## src/cmb_pkg.sv

```systemverilog
// Shared constants and carrier types for the comparator mode and interrupt control block.
// Assumes an 8-bit special-function register port run on the system clock.
package cmb_pkg;

  // ****************************************************
  // Register map
  // ****************************************************
  localparam logic [7:0] CMB_MODE_OFFSET = 8'h89;
  localparam logic [7:0] CMB_MODE_RESET = 8'h02;
  localparam logic [7:0] CMB_MODE_WMASK = 8'h33;
  localparam int CMB_RISE_IE_POS = 5;
  localparam int CMB_FALL_IE_POS = 4;
  localparam int CMB_RESP_POS = 0;
  localparam int CMB_SYNC_STAGES = 3;

  typedef enum logic [1:0] {
    CMB_RESP_FASTEST = 2'b00,
    CMB_RESP_FAST = 2'b01,
    CMB_RESP_SLOW = 2'b10,
    CMB_RESP_LOW_POWER = 2'b11
  } cmb_resp_t;

  typedef struct packed {
    logic rise_irq_enable;
    logic fall_irq_enable;
    cmb_resp_t response_mode;
  } cmb_mode_t;

  typedef struct packed {
    logic sel;
    logic wr;
    logic [7:0] addr;
    logic [7:0] wdata;
  } cmb_sfr_req_t;

  // Decode a stored mode into the register image; unused bits read as zero
  function automatic logic [7:0] cmb_mode_image(input cmb_mode_t m);
    logic [7:0] img;
    img = 8'h00;
    img[CMB_RISE_IE_POS] = m.rise_irq_enable;
    img[CMB_FALL_IE_POS] = m.fall_irq_enable;
    img[CMB_RESP_POS +: 2] = m.response_mode;
    return img;
  endfunction : cmb_mode_image

  function automatic cmb_mode_t cmb_mode_from(input logic [7:0] img);
    cmb_mode_t m;
    m.rise_irq_enable = img[CMB_RISE_IE_POS];
    m.fall_irq_enable = img[CMB_FALL_IE_POS];
    m.response_mode = cmb_resp_t'(img[CMB_RESP_POS +: 2]);
    return m;
  endfunction : cmb_mode_from

endpackage : cmb_pkg

```

## src/cmb_sync.sv

```systemverilog
// Three-stage synchroniser with agreement check for one level from the analog core.
// Assumes the input is asynchronous to clk_sys.
`timescale 1ns/100ps
module cmb_sync
  import cmb_pkg::*;
(
  input wire logic clk_sys,
  input wire logic rst_b,
  input wire logic async_in,
  output logic sync_out
);

  logic [CMB_SYNC_STAGES-1:0] stage_reg;
  logic agree;

  assign agree = (stage_reg[1] == stage_reg[2]);

  always_ff @(posedge clk_sys or negedge rst_b) begin
    if (!rst_b) begin
      stage_reg <= '0;
    end else begin
      stage_reg <= {stage_reg[1:0], async_in};
    end
  end

  // A change counts once stages two and three agree
  always_ff @(posedge clk_sys or negedge rst_b) begin
    if (!rst_b) begin
      sync_out <= 1'b0;
    end else if (agree) begin
      sync_out <= stage_reg[2];
    end
  end

endmodule : cmb_sync

```

## src/cmb_ctrl.sv

```systemverilog
// Mode register, edge flags and interrupt request for the second comparator.
// Assumes a single-cycle SFR strobe on clk_sys and an asynchronous raw comparator level.
`timescale 1ns/100ps

// What this block does and what software must do
// Bits 7-6 and 3-2 of the mode register read zero, writes ignored.
// Bit 5 enables rising-edge interrupt requests.
// Bit 4 enables falling-edge interrupt requests.
// Bits 1-0 pick response mode: 0 fastest, 3 lowest power.
// Reset loads the mode register with 0x02.
// Output edges set sticky rise or fall flags until software clears them.
// Disabled comparator drives its pin output low and raises no interrupts.
// Software clears both flags after enabling, before enabling interrupts.
// Interrupt requested when a flag and its matching enable are both set.
module cmb_ctrl
  import cmb_pkg::*;
(
  input wire logic clk_sys,
  input wire logic rst_b,
  input wire cmb_sfr_req_t sfr_req,
  output logic [7:0] sfr_rdata,
  input wire logic comparator_on,
  input wire logic compare_raw,
  input wire logic rise_flag_clear,
  input wire logic fall_flag_clear,
  output logic compare_result,
  output logic rise_event_flag,
  output logic fall_event_flag,
  output logic [1:0] response_mode,
  output logic cmp_irq,
  output logic cmp_pin_out
);

  // ****************************************************
  // Mode register
  // ****************************************************
  cmb_mode_t mode_reg;
  cmb_mode_t mode_next;
  logic mode_wr;
  logic mode_rd;

  assign mode_wr = sfr_req.sel && sfr_req.wr && (sfr_req.addr == CMB_MODE_OFFSET);
  assign mode_rd = sfr_req.sel && !sfr_req.wr && (sfr_req.addr == CMB_MODE_OFFSET);
  assign mode_next = mode_wr ? cmb_mode_from(sfr_req.wdata & CMB_MODE_WMASK) : mode_reg;

  always_ff @(posedge clk_sys or negedge rst_b) begin
    if (!rst_b) begin
      mode_reg <= cmb_mode_from(CMB_MODE_RESET);
    end else begin
      mode_reg <= mode_next;
    end
  end

  always_ff @(posedge clk_sys or negedge rst_b) begin
    if (!rst_b) begin
      sfr_rdata <= 8'h00;
      response_mode <= CMB_MODE_RESET[1:0];
    end else begin
      sfr_rdata <= mode_rd ? cmb_mode_image(mode_next) : 8'h00;
      response_mode <= mode_next.response_mode;
    end
  end

  // ****************************************************
  // Comparator level and edge flags
  // ****************************************************
  logic cmp_sync;
  logic cmp_prev_reg;
  logic en_sync;
  logic rise_seen;
  logic fall_seen;
  logic rise_next;
  logic fall_next;

  cmb_sync u_cmp_sync (
    .clk_sys(clk_sys),
    .rst_b(rst_b),
    .async_in(compare_raw),
    .sync_out(cmp_sync)
  );

  // Enable arrives from the control register on the same clock
  assign en_sync = comparator_on;
  assign rise_seen = en_sync && cmp_sync && !cmp_prev_reg;
  assign fall_seen = en_sync && !cmp_sync && cmp_prev_reg;
  // Set wins over a clear in the same cycle
  assign rise_next = rise_seen || (rise_event_flag && !rise_flag_clear);
  assign fall_next = fall_seen || (fall_event_flag && !fall_flag_clear);

  always_ff @(posedge clk_sys or negedge rst_b) begin
    if (!rst_b) begin
      cmp_prev_reg <= 1'b0;
      compare_result <= 1'b0;
      rise_event_flag <= 1'b0;
      fall_event_flag <= 1'b0;
    end else begin
      cmp_prev_reg <= cmp_sync;
      compare_result <= cmp_sync;
      rise_event_flag <= rise_next;
      fall_event_flag <= fall_next;
    end
  end

  // ****************************************************
  // Interrupt request and pin output
  // ****************************************************
  logic irq_next;

  assign irq_next = comparator_on &&
    ((rise_next && mode_next.rise_irq_enable) || (fall_next && mode_next.fall_irq_enable));

  always_ff @(posedge clk_sys or negedge rst_b) begin
    if (!rst_b) begin
      cmp_irq <= 1'b0;
      cmp_pin_out <= 1'b0;
    end else begin
      cmp_irq <= irq_next;
      cmp_pin_out <= comparator_on && cmp_sync;
    end
  end

  // ****************************************************
  // Checks
  // ****************************************************
  chk_reserved_zero: assert property (@(posedge clk_sys) disable iff (!rst_b)
    (sfr_rdata & ~CMB_MODE_WMASK) == 8'h00)
    else $error("reserved mode bits read nonzero");

  chk_write_mask: assert property (@(posedge clk_sys) disable iff (!rst_b)
    mode_wr |=> cmb_mode_image(mode_reg) == ($past(sfr_req.wdata) & CMB_MODE_WMASK))
    else $error("mode write not stored through mask");

  chk_rise_enable: assert property (@(posedge clk_sys) disable iff (!rst_b)
    (rise_event_flag && mode_reg.rise_irq_enable && $past(comparator_on)) |-> cmp_irq)
    else $error("rise interrupt missing");

  chk_fall_enable: assert property (@(posedge clk_sys) disable iff (!rst_b)
    (fall_event_flag && mode_reg.fall_irq_enable && $past(comparator_on)) |-> cmp_irq)
    else $error("fall interrupt missing");

  chk_resp_mode: assert property (@(posedge clk_sys) disable iff (!rst_b)
    response_mode == mode_reg.response_mode)
    else $error("response mode output stale");

  chk_reset_value: assert property (@(posedge clk_sys)
    $rose(rst_b) |-> cmb_mode_image(mode_reg) == CMB_MODE_RESET)
    else $error("mode reset value wrong");

  chk_flag_sticky: assert property (@(posedge clk_sys) disable iff (!rst_b)
    (rise_event_flag && !rise_flag_clear) |=> rise_event_flag)
    else $error("rise flag dropped without clear");

  chk_set_wins: assert property (@(posedge clk_sys) disable iff (!rst_b)
    (fall_seen && fall_flag_clear) |=> fall_event_flag)
    else $error("fall event lost to clear");

  chk_off_quiet: assert property (@(posedge clk_sys) disable iff (!rst_b)
    !comparator_on [*2] |-> (!cmp_irq && !cmp_pin_out))
    else $error("disabled comparator active");

  chk_irq_cause: assert property (@(posedge clk_sys) disable iff (!rst_b)
    cmp_irq |-> ((rise_event_flag && mode_reg.rise_irq_enable) || (fall_event_flag && mode_reg.fall_irq_enable)))
    else $error("interrupt without cause");

  chk_resp_write: assert property (@(posedge clk_sys) disable iff (!rst_b)
    mode_wr |=> (response_mode == $past(sfr_req.wdata[CMB_RESP_POS +: 2])))
    else $error("response mode not taken from write");

  chk_mode_hold: assert property (@(posedge clk_sys) disable iff (!rst_b)
    !mode_wr |=> $stable(mode_reg))
    else $error("mode register changed without mapped write");

  chk_read_idle: assert property (@(posedge clk_sys) disable iff (!rst_b)
    !mode_rd |=> (sfr_rdata == 8'h00))
    else $error("read data nonzero without mapped read");

  chk_read_value: assert property (@(posedge clk_sys) disable iff (!rst_b)
    mode_rd |=> (sfr_rdata == cmb_mode_image($past(mode_reg))))
    else $error("read data differs from mode register");

  // ****************************************************
  // Checks on edges, pin and interrupt
  // ****************************************************
  chk_rise_edge: assert property (@(posedge clk_sys) disable iff (!rst_b)
    ($rose(compare_result) && $past(comparator_on)) |-> rise_event_flag)
    else $error("rising edge did not set flag");

  chk_fall_edge: assert property (@(posedge clk_sys) disable iff (!rst_b)
    ($fell(compare_result) && $past(comparator_on)) |-> fall_event_flag)
    else $error("falling edge did not set flag");

  chk_rise_clear: assert property (@(posedge clk_sys) disable iff (!rst_b)
    (rise_flag_clear && !rise_seen) |=> !rise_event_flag)
    else $error("rise flag survived clear");

  chk_fall_clear: assert property (@(posedge clk_sys) disable iff (!rst_b)
    (fall_flag_clear && !fall_seen) |=> !fall_event_flag)
    else $error("fall flag survived clear");

  chk_fall_sticky: assert property (@(posedge clk_sys) disable iff (!rst_b)
    (fall_event_flag && !fall_flag_clear) |=> fall_event_flag)
    else $error("fall flag dropped without clear");

  chk_off_no_flag: assert property (@(posedge clk_sys) disable iff (!rst_b)
    (!comparator_on && !rise_event_flag && !fall_event_flag) |=> (!rise_event_flag && !fall_event_flag))
    else $error("flag set while comparator disabled");

  chk_pin_follow: assert property (@(posedge clk_sys) disable iff (!rst_b)
    comparator_on |=> (cmp_pin_out == compare_result))
    else $error("pin output does not follow comparator");

  chk_irq_off: assert property (@(posedge clk_sys) disable iff (!rst_b)
    !comparator_on |=> !cmp_irq)
    else $error("interrupt while comparator disabled");

  cov_rise_irq: cover property (@(posedge clk_sys) disable iff (!rst_b) rise_seen ##1 cmp_irq);
  cov_fall_irq: cover property (@(posedge clk_sys) disable iff (!rst_b) fall_seen ##1 cmp_irq);
  cov_clear: cover property (@(posedge clk_sys) disable iff (!rst_b) rise_event_flag ##1 !rise_event_flag);
  cov_mode3: cover property (@(posedge clk_sys) disable iff (!rst_b) response_mode == 2'b11);
  cov_fall_masked: cover property (@(posedge clk_sys) disable iff (!rst_b) fall_seen && !mode_reg.fall_irq_enable);

endmodule : cmb_ctrl

```

## config.mk

```make
export PLATFORM = sky130hd
export DESIGN_NAME = cmb_ctrl
export DESIGN_NICKNAME = d
export VERILOG_FILES = /design/src/cmb_pkg.sv /design/src/cmb_sync.sv /design/src/cmb_ctrl.sv
export SDC_FILE = /design/constraint.sdc
export NUM_CORES = 1
export LEC_CHECK = 0
export ABC_CLOCK_PERIOD_IN_PS = 1050
export BUFFER_PORTS_ARGS = -buffer_cell sky130_fd_sc_hd__buf_2
export CORE_ASPECT_RATIO = 1.1
export CORE_MARGIN = 10
export CORE_UTILIZATION = 35
export DETAILED_ROUTE_END_ITERATION = 16
export GPL_TIMING_DRIVEN = 0
export HOLD_SLACK_MARGIN = 0.12
export MAX_ROUTING_LAYER = met4
export PLACE_DENSITY = 0.67
export REMOVE_ABC_BUFFERS = 1
export SKIP_CTS_REPAIR_TIMING = 1
export SLEW_MARGIN = 20
export SYNTH_ARGS = -nofsm -noshare
export SYNTH_HDL_FRONTEND = slang
export SYNTH_SLANG_ARGS = --single-unit
```

## constraint.sdc

```tcl
create_clock -name clk_sys -period 1.05 [get_ports clk_sys]
set_input_delay 0 -clock clk_sys [delete_from_list [all_inputs] [get_ports clk_sys]]
set_output_delay 0 -clock clk_sys [all_outputs]
set_load 0.05 [all_outputs]
```

# After elaboration in Yosys (flattened, before gate mapping)
# Index checks and enable logic that the tools add are counted.
# op_classes
n_mul,0
n_lt_le_gt_ge,0
n_reduce_logical,21
shift,0
eq_ne,2
div,0
mux,2
n_addsub,0
bitwise_logic,0
# ops
operator,n
1-bit logical AND,13
8-bit equality test (second input constant),1
6-bit two-way mux,1
1-bit logical NOT,5
4-bit two-way mux,1
1-bit logical OR,3
1-bit equality test,1
# totals
latch_bits,0
romBits,0
word_cells,36
ram_bits,0
reg_bits,19
output_inout_bits,15
mem_count,0

# Longest topological paths before layout
# Gate-level depths: netlist (run 1).
# logic_depth
ltp_word,7
mapped_depth,4
mapped_depth_nobuf,4

# Hierarchy
# A second synthesis (run 1) with hierarchy kept.
# unflattened
hier_cells,52
hier_area_um2,674.4
# by_module_without_submodules
module,n_inst,cells_per_inst,area_each_um2
cmb_ctrl,1,47,563.0
cmb_sync,1,5,111.4

# Worst setup path before layout (run 1)
# OpenSTA, ideal clock, no wires.
# synth_path
kind,reg-to-reg
startpoint,register cmp_prev_reg
endpoint,register cmp_irq
setup_slack_ns,-0.093
required_time_ns,0.968
stages_incl_launch_ff,5
t_arrival_ns,1.060
path_cell_list,dfrtp_1 -> nand2_1 -> o22ai_1 -> nand2_1 -> o22ai_1
# synth_lines
element,line_no,source
start: declaration,cmb_ctrl.sv:68,logic cmp_prev_reg;
start signal: assignment,cmb_ctrl.sv:97,cmp_prev_reg <= cmp_sync;
1-bit logical AND,cmb_ctrl.sv:85,assign fall_seen = en_sync && !cmp_sync && cmp_prev_reg;
1-bit logical OR,cmb_ctrl.sv:88,assign fall_next = fall_seen || (fall_event_flag && !fall_flag_clear);
via fall_next,cmb_ctrl.sv:73,logic fall_next;
1-bit logical AND,cmb_ctrl.sv:110,((rise_next && mode_next.rise_irq_enable) || (fall_next && mode_next.fall_irq_enable));
1-bit logical OR,cmb_ctrl.sv:110,
1-bit logical AND,cmb_ctrl.sv:109,assign irq_next = comparator_on &&
via irq_next,cmb_ctrl.sv:107,logic irq_next;
end signal: assignment,cmb_ctrl.sv:117,cmp_irq <= irq_next;
end: declaration,cmb_ctrl.sv:30,"output logic cmp_irq,"
# The timed path passes the listed nets, and every way through them passes these cells.
# A chain may end at the register's enable or synchronous reset.

==> impl_results.md, run 1 <==
- Detail Route Antenna Nets: 0
- Initial antenna violation count: 0
- Combinational Power Share: 0.192
- Max-Cap Viols: 0
- Worst slack, placed: -252 ps
- Row cnt: 16
- First-pass GRT wire length: just over 2 mm
- Hold Path Class: primary input to flip-flop
- Final Skew: 6.03 ps
- Synth cell types: 18
- Most common cell after layout, fill and taps aside: buf_2
- Reg area: 427 µm²
- # DRC: 0
- Power density over the cells: 1330 nW/µm²
- Synth Register Bits: 17
- Net Switching: 0.359 mW
- Cell family with the largest share of critical-path delay: flip-flops
- Via count: 534
- Setup Viol. Count Final: 0
- Global Route Usage Sum: 0.0681
- Worst EP required: approximately 1200 ps
- Crit-path max FO: 3
- CTS H-tree depth: 1
- Initial Util: 0.367
- Fill cells: 160
- PortBufs: 30
- Die span in x: 61.2 µm
- Vias in the first global route: 498
- Core Area: 1780 µm²
- Iter 0 DRT Violations: 14
- Worst path slowest cell: dfrtp_1
- Hold Path Stages: 4
- CTS Buffer Depth: 2
- Status: complete, no violations
- Largest net degree at the start of global routing: 18
- Reg2reg end: u_cmp_sync.sync_out
- Maximum VDD drop: about 0.85 mV
- Setup CP Type: flip-flop to flip-flop
- Clk pin slew, worst setup/hold paths: ~90 ps
- Total wire length: 1.64 mm
- Clock root buffer: clkbuf_4
- Die height: 65.3 µm
- Crit end category: flip-flop
- Leakage: 0.518 nW
- Ant. Diodes: 0
- CP startpoint kind: flip-flop
- CTS tree: yes
- Critical Path Max Stage Delay: 400 ps
- Non-Filler Instances: between 100 and 150
- Clk sink count: 17
- Clock power frac: 0.261
- Die area: 4000 µm²
- Syn. warnings: 0
- WHS: between 100 and 150 ps
- Critical path buffer and inverter count: 1
- Register area share after synthesis: 0.653
- Worst setup margin: ~47 ps
- I/O Pins: 39
- Fin. Hold Viols: 0
- Flop pwr share: 0.547
- Avg Vias per Cell: 4.64
- Clock Latency Late Sink: ~280 ps
- TritonCTS Buffers: 3
- Hold EP: sfr_rdata[4]
- Area occupied by multi-input gates: between 150 and 200 µm²
- Max Freq: 0.997 GHz
- Worst path cell trace: buf_4 > maj3_1
- Area grow syn2layout: 47.7%
- Final Util: 0.541
- Worst r2r src: u_cmp_sync.sync_out
- Final worst path period share: 0.955
- Slew Limit Fails: 0
- Switch share: 0.281
- Reg2reg path depth: 2
- Max FFs per register: 4
- Post-Place Cells: 97
- Router iterations before antenna repair: 4
- Power Internal: a little over 0.9 mW
- Nets@finish: 122
- Drt wl/cell: 14.3 µm
- Syn avg cell area: 12.6 µm²
- Arr. time, crit path: 1170 ps
- Gpl congestion: 0.684
- Most frequent cells in the layout: 29 x buf_2, 16 x dfrtp_1, 11 x dlygate4sd3_1
- R2R Setup Slk: around 47 ps
- Min Tclk post-route: approximately 1000 ps
- Post-detail-place hpwl: 1.13 mm
- Mapped Cells: 52
- Ratio of cells with drive above 1 in the final layout: 0.433
- GRT overflow: 0
- Hold Crit Start: sfr_req[14]
- Mapped Area: 653 µm²
[logic make-up after synthesis]
| group | after synthesis | share of synthesized area |
|---|---|---|
| and+or+nand+nor | 15 | 0.134 |
| muxes | 4 | 0.0651 |
| buffers and inverters | 11 | 0.0977 |
| AOI/OAI and AO/OA | 3 | 0.0287 |
| other | 1 | 0.00574 |
| adders and majority gates | 1 | 0.0153 |
| DFF | 17 | 0.653 |
[per-layer routing]
metal / GRT usage / vias up / wire [µm]
met5: - / - / 0
met4: 0.0429 / 0 / 0
met3: 0.00962 / 0 / 89
met2: 0.119 / 17 / 1010
met1: 0.0677 / 265 / 543
li1: - / 252 / -
[synthesized netlist by cell type]
cell type,instances,area share
and2_1,2,0.019
and4bb_2,1,0.019
buf_4,6,0.069
conb_1,1,0.0057
dfrtp_1,16,0.61
dfstp_2,1,0.040
inv_1,5,0.029
maj3_1,1,0.015
mux2_2,2,0.034
mux2i_1,2,0.031
nand2_1,5,0.029
nand4_1,1,0.0096
nor2_1,2,0.011
nor3_1,1,0.0077
nor4b_1,1,0.013
o22ai_1,3,0.029
or3_1,1,0.0096
or4b_1,1,0.015
[worst reg2reg max path: cells and delay by family, from the launching register on]
| family | cells | cell delay [ps] |
|---|---|---|
| flops | 1 | 400 |
| fa+ha+maj | 1 | 340 |
| buf+inv | 1 | 140 |
[through the flow]
stage / power [mW] / instance area [µm²] / setup TNS (ps)
global placement: 0.910 / 792 / -995
global route: 1.34 / 965 / -34.6
finish: 1.28 / 965 / 0
CTS: 1.25 / 818 / -51.8
detailed placement: 0.915 / 792 / -1020
floorplan: 0.838 / 619 / -92.7
[final cells by class]
cell class / instances / area share
Tap cell: 18 / 0.0233
Sequential cell: 17 / 0.442
Inverter: 5 / 0.0195
Timing Repair Buffer: 44 / 0.300
Clock buffer: 4 / 0.0272
Multi-Input combinational cell: 27 / 0.188
[how the worst max path moves through the flow]
stage,start,end,cells after the start
2_1_floorplan,cmp_prev_reg,cmp_irq,4
3_3_place_gp,sfr_req[13],cmp_irq,5
3_5_place_dp,sfr_req[13],cmp_irq,5
4_1_cts,response_mode[1],response_mode[1],1
5_1_grt,sfr_req[13],cmp_irq,6
6_report,u_cmp_sync.sync_out,u_cmp_sync.sync_out,2
[power by group through the flow]
stage	Combinational [mW]	Clock (mW)	Sequential [mW]
5_1_grt	0.264	0.372	0.705
2_1_floorplan	0.0607	0	0.777
3_3_place_gp	0.198	0	0.712
4_1_cts	0.202	0.348	0.700
3_5_place_dp	0.202	0	0.713
6_report	0.246	0.334	0.700
(Power assumes the default switching activity.)
==> run 2: changes to the inputs <==
--- a/config.mk
+++ b/config.mk
@@ -6,15 +6,14 @@
 export NUM_CORES = 1
 export LEC_CHECK = 0
 export ABC_CLOCK_PERIOD_IN_PS = 1050
-export BUFFER_PORTS_ARGS = -buffer_cell sky130_fd_sc_hd__buf_2
 export CORE_ASPECT_RATIO = 1.1
 export CORE_MARGIN = 10
 export CORE_UTILIZATION = 35
 export DETAILED_ROUTE_END_ITERATION = 16
+export DONT_BUFFER_PORTS = 1
 export GPL_TIMING_DRIVEN = 0
 export HOLD_SLACK_MARGIN = 0.12
 export MAX_ROUTING_LAYER = met4
-export PLACE_DENSITY = 0.67
 export REMOVE_ABC_BUFFERS = 1
 export SKIP_CTS_REPAIR_TIMING = 1
 export SLEW_MARGIN = 20
==> constraint.sdc (replaced) <==
create_clock -name clk_sys -period 1.05 [get_ports clk_sys]
set_input_delay 0.315 -clock clk_sys [delete_from_list [all_inputs] [get_ports clk_sys]]
set_output_delay 0.315 -clock clk_sys [all_outputs]
set_load 0.05 [all_outputs]
==> run 2 against run 1 <==
The run now ends with setup timing left. Clock skew grew 0.98 ps. Worst hold slack got worse by 1.6 ps. Final area shrank 21%. Routed wire length fell by 21%. Highest routed layer is now met4.
==> impl_results.md, run 2 (synthesis results as in run 1) <==
- Total wire length: about 1.3 mm
- Largest net degree at the start of global routing: 18
- I/O Pins: 39
- Global Route Usage Sum: 0.0613
- Crit end category: output pin
- CTS H-tree depth: 1
- TritonCTS Buffers: 3
- Area grow syn2layout: 16.9%
- PortBufs: 0
- Final worst path period share: 1.24
- Power Internal: 0.868 mW
- Max Freq: ~0.77 GHz
- Hold Path Stages: 1
- Die area: 4000 µm²
- Clock power frac: 0.275
- Worst setup margin: -248 ps
- Max-Cap Viols: 0
- Switch share: 0.279
- # DRC: 0
- Initial antenna violation count: 0
- Die span in x: around 60 µm
- Combinational Power Share: 0.080
- Status: finished with violations
- Setup Viol. Count Final: 18
- Clk sink count: 17
- Clk pin slew, worst setup/hold paths: 90 ps
- Rel. slew slack: 0.513
- Crit-path max FO: 3
- Clock Latency Late Sink: 280 ps
- Reg2reg path depth: 4
- Fin. Hold Viols: 0
- Worst EP required: 730 ps
- CTS tree: yes
- Post-detail-place hpwl: 997 µm
- Hold Crit Start: fall_flag_clear
- Worst slack, placed: -423 ps
- Arr. time, crit path: 980 ps
- GRT overflow: 0
- Flop pwr share: 0.645
- Final Skew: approximately 7 ps
- Avg Vias per Cell: ~5
- Via count: 373
- Power density over the cells: 1580 nW/µm²
- Slew Limit Fails: 0
- Initial Util: 0.367
- CTS Buffer Depth: 2
- Crit path launch: response_mode[1]
- CP Depth: 0
- Iter 0 DRT Violations: 3
- Core Area: 1780 µm²
- Setup CP Type: flip-flop to output pin
- RSZ-0062 raised after global routing: yes
- CP startpoint kind: flip-flop
- Router iterations before antenna repair: 4
- Max FFs per register: 4
- Leakage: 0.342 nW
- First-pass GRT wire length: 1.73 mm
- Row cnt: 16
- Vias in the first global route: 352
- Gpl congestion: 0.688
- Nets@finish: 83
- Net Switching: 0.336 mW
- Total power: 1.20 mW
- Hold Path Class: primary input to flip-flop
- Failing checks: setup timing
- Detail Route Antenna Nets: 0
- Clock root buffer: clkbuf_4
- Drt wl/cell: 17.0 µm
- Ant. Diodes: 0
- Worst r2r src: cmp_prev_reg
- Die height: 65.3 µm
- Worst-Margin Slew: 728 ps
- Min Tclk post-route: 1300 ps
- Ratio of cells with drive above 1 in the final layout: 0.466
- Most frequent cells in the layout: 8 x dfrtp_2, 8 x dfrtp_1, 5 x nand2_1
- Maximum VDD drop: 0.550 mV
==> run 2: cell types whose count changed in the layout (fill, tap and decap cells not counted), moves of 2 or more <==
cell           previous run  this run
buf_2                    29         0
dfrtp_1                  16         8
dfrtp_2                   0         8
dlygate4sd3_1            11         3
nor2_1                    2         0
nor2_2                    0         2
o22ai_1                   3         1
o22ai_2                   0         2
==> run 2: final timing paths <==
check | slack [ps] | to
worst min register to register | 360 | u_cmp_sync.stage_reg[1]
worst min-delay path | 130 | fall_event_flag
worst max-delay path | -250 | response_mode[1]
max in group asynchronous | 20 | response_mode[0]
worst max register to register | -40 | cmp_irq
min in group asynchronous | 530 | cmp_pin_out
==> run 2: area by class of cell <==
type	count	area, µm²
Clock buffer	4	26.3
Fill cell	166	1020
Inverter	5	18.8
Multi-Input combinational cell	27	214
Sequential cell	17	437
Tap cell	18	22.5
Timing Repair Buffer	5	45.0
==> run 2: power by group through the flow <==
stage | clock, mW | combinational [mW] | sequential (mW)
2_1_floorplan | 0 | 0.0607 | 0.777
3_3_place_gp | 0 | 0.0637 | 0.783
3_5_place_dp | 0 | 0.0646 | 0.784
4_1_cts | 0.345 | 0.0647 | 0.771
5_1_grt | 0.389 | 0.106 | 0.780
6_report | 0.330 | 0.0968 | 0.776
==> run 2: layer usage <==
layer | routed length (µm) | part of all wire | vias to the layer above | track usage
met3 | 171 | 0.13 | 2 | 0.0346
met1 | 400 | 0.31 | 178 | 0.0529
met5 | 0 | 0 | - | -
met4 | 23 | 0.018 | 0 | 0.0514
li1 | - | - | 174 | -
met2 | 699 | 0.54 | 19 | 0.0934
==> run 2: metrics by stage <==
step	util	setup TNS (ps)	instances	cell area (µm²)	hold WS [ps]
after detailed placement	0.360	-2760	67	642	19.9
after CTS	0.375	-2620	71	668	-295
after floorplan	-	-1850	49	619	19.4
after global placement	0.360	-2710	67	642	19.9
final	0.428	-1520	76	763	126
after global routing	0.428	-3950	76	763	99.1
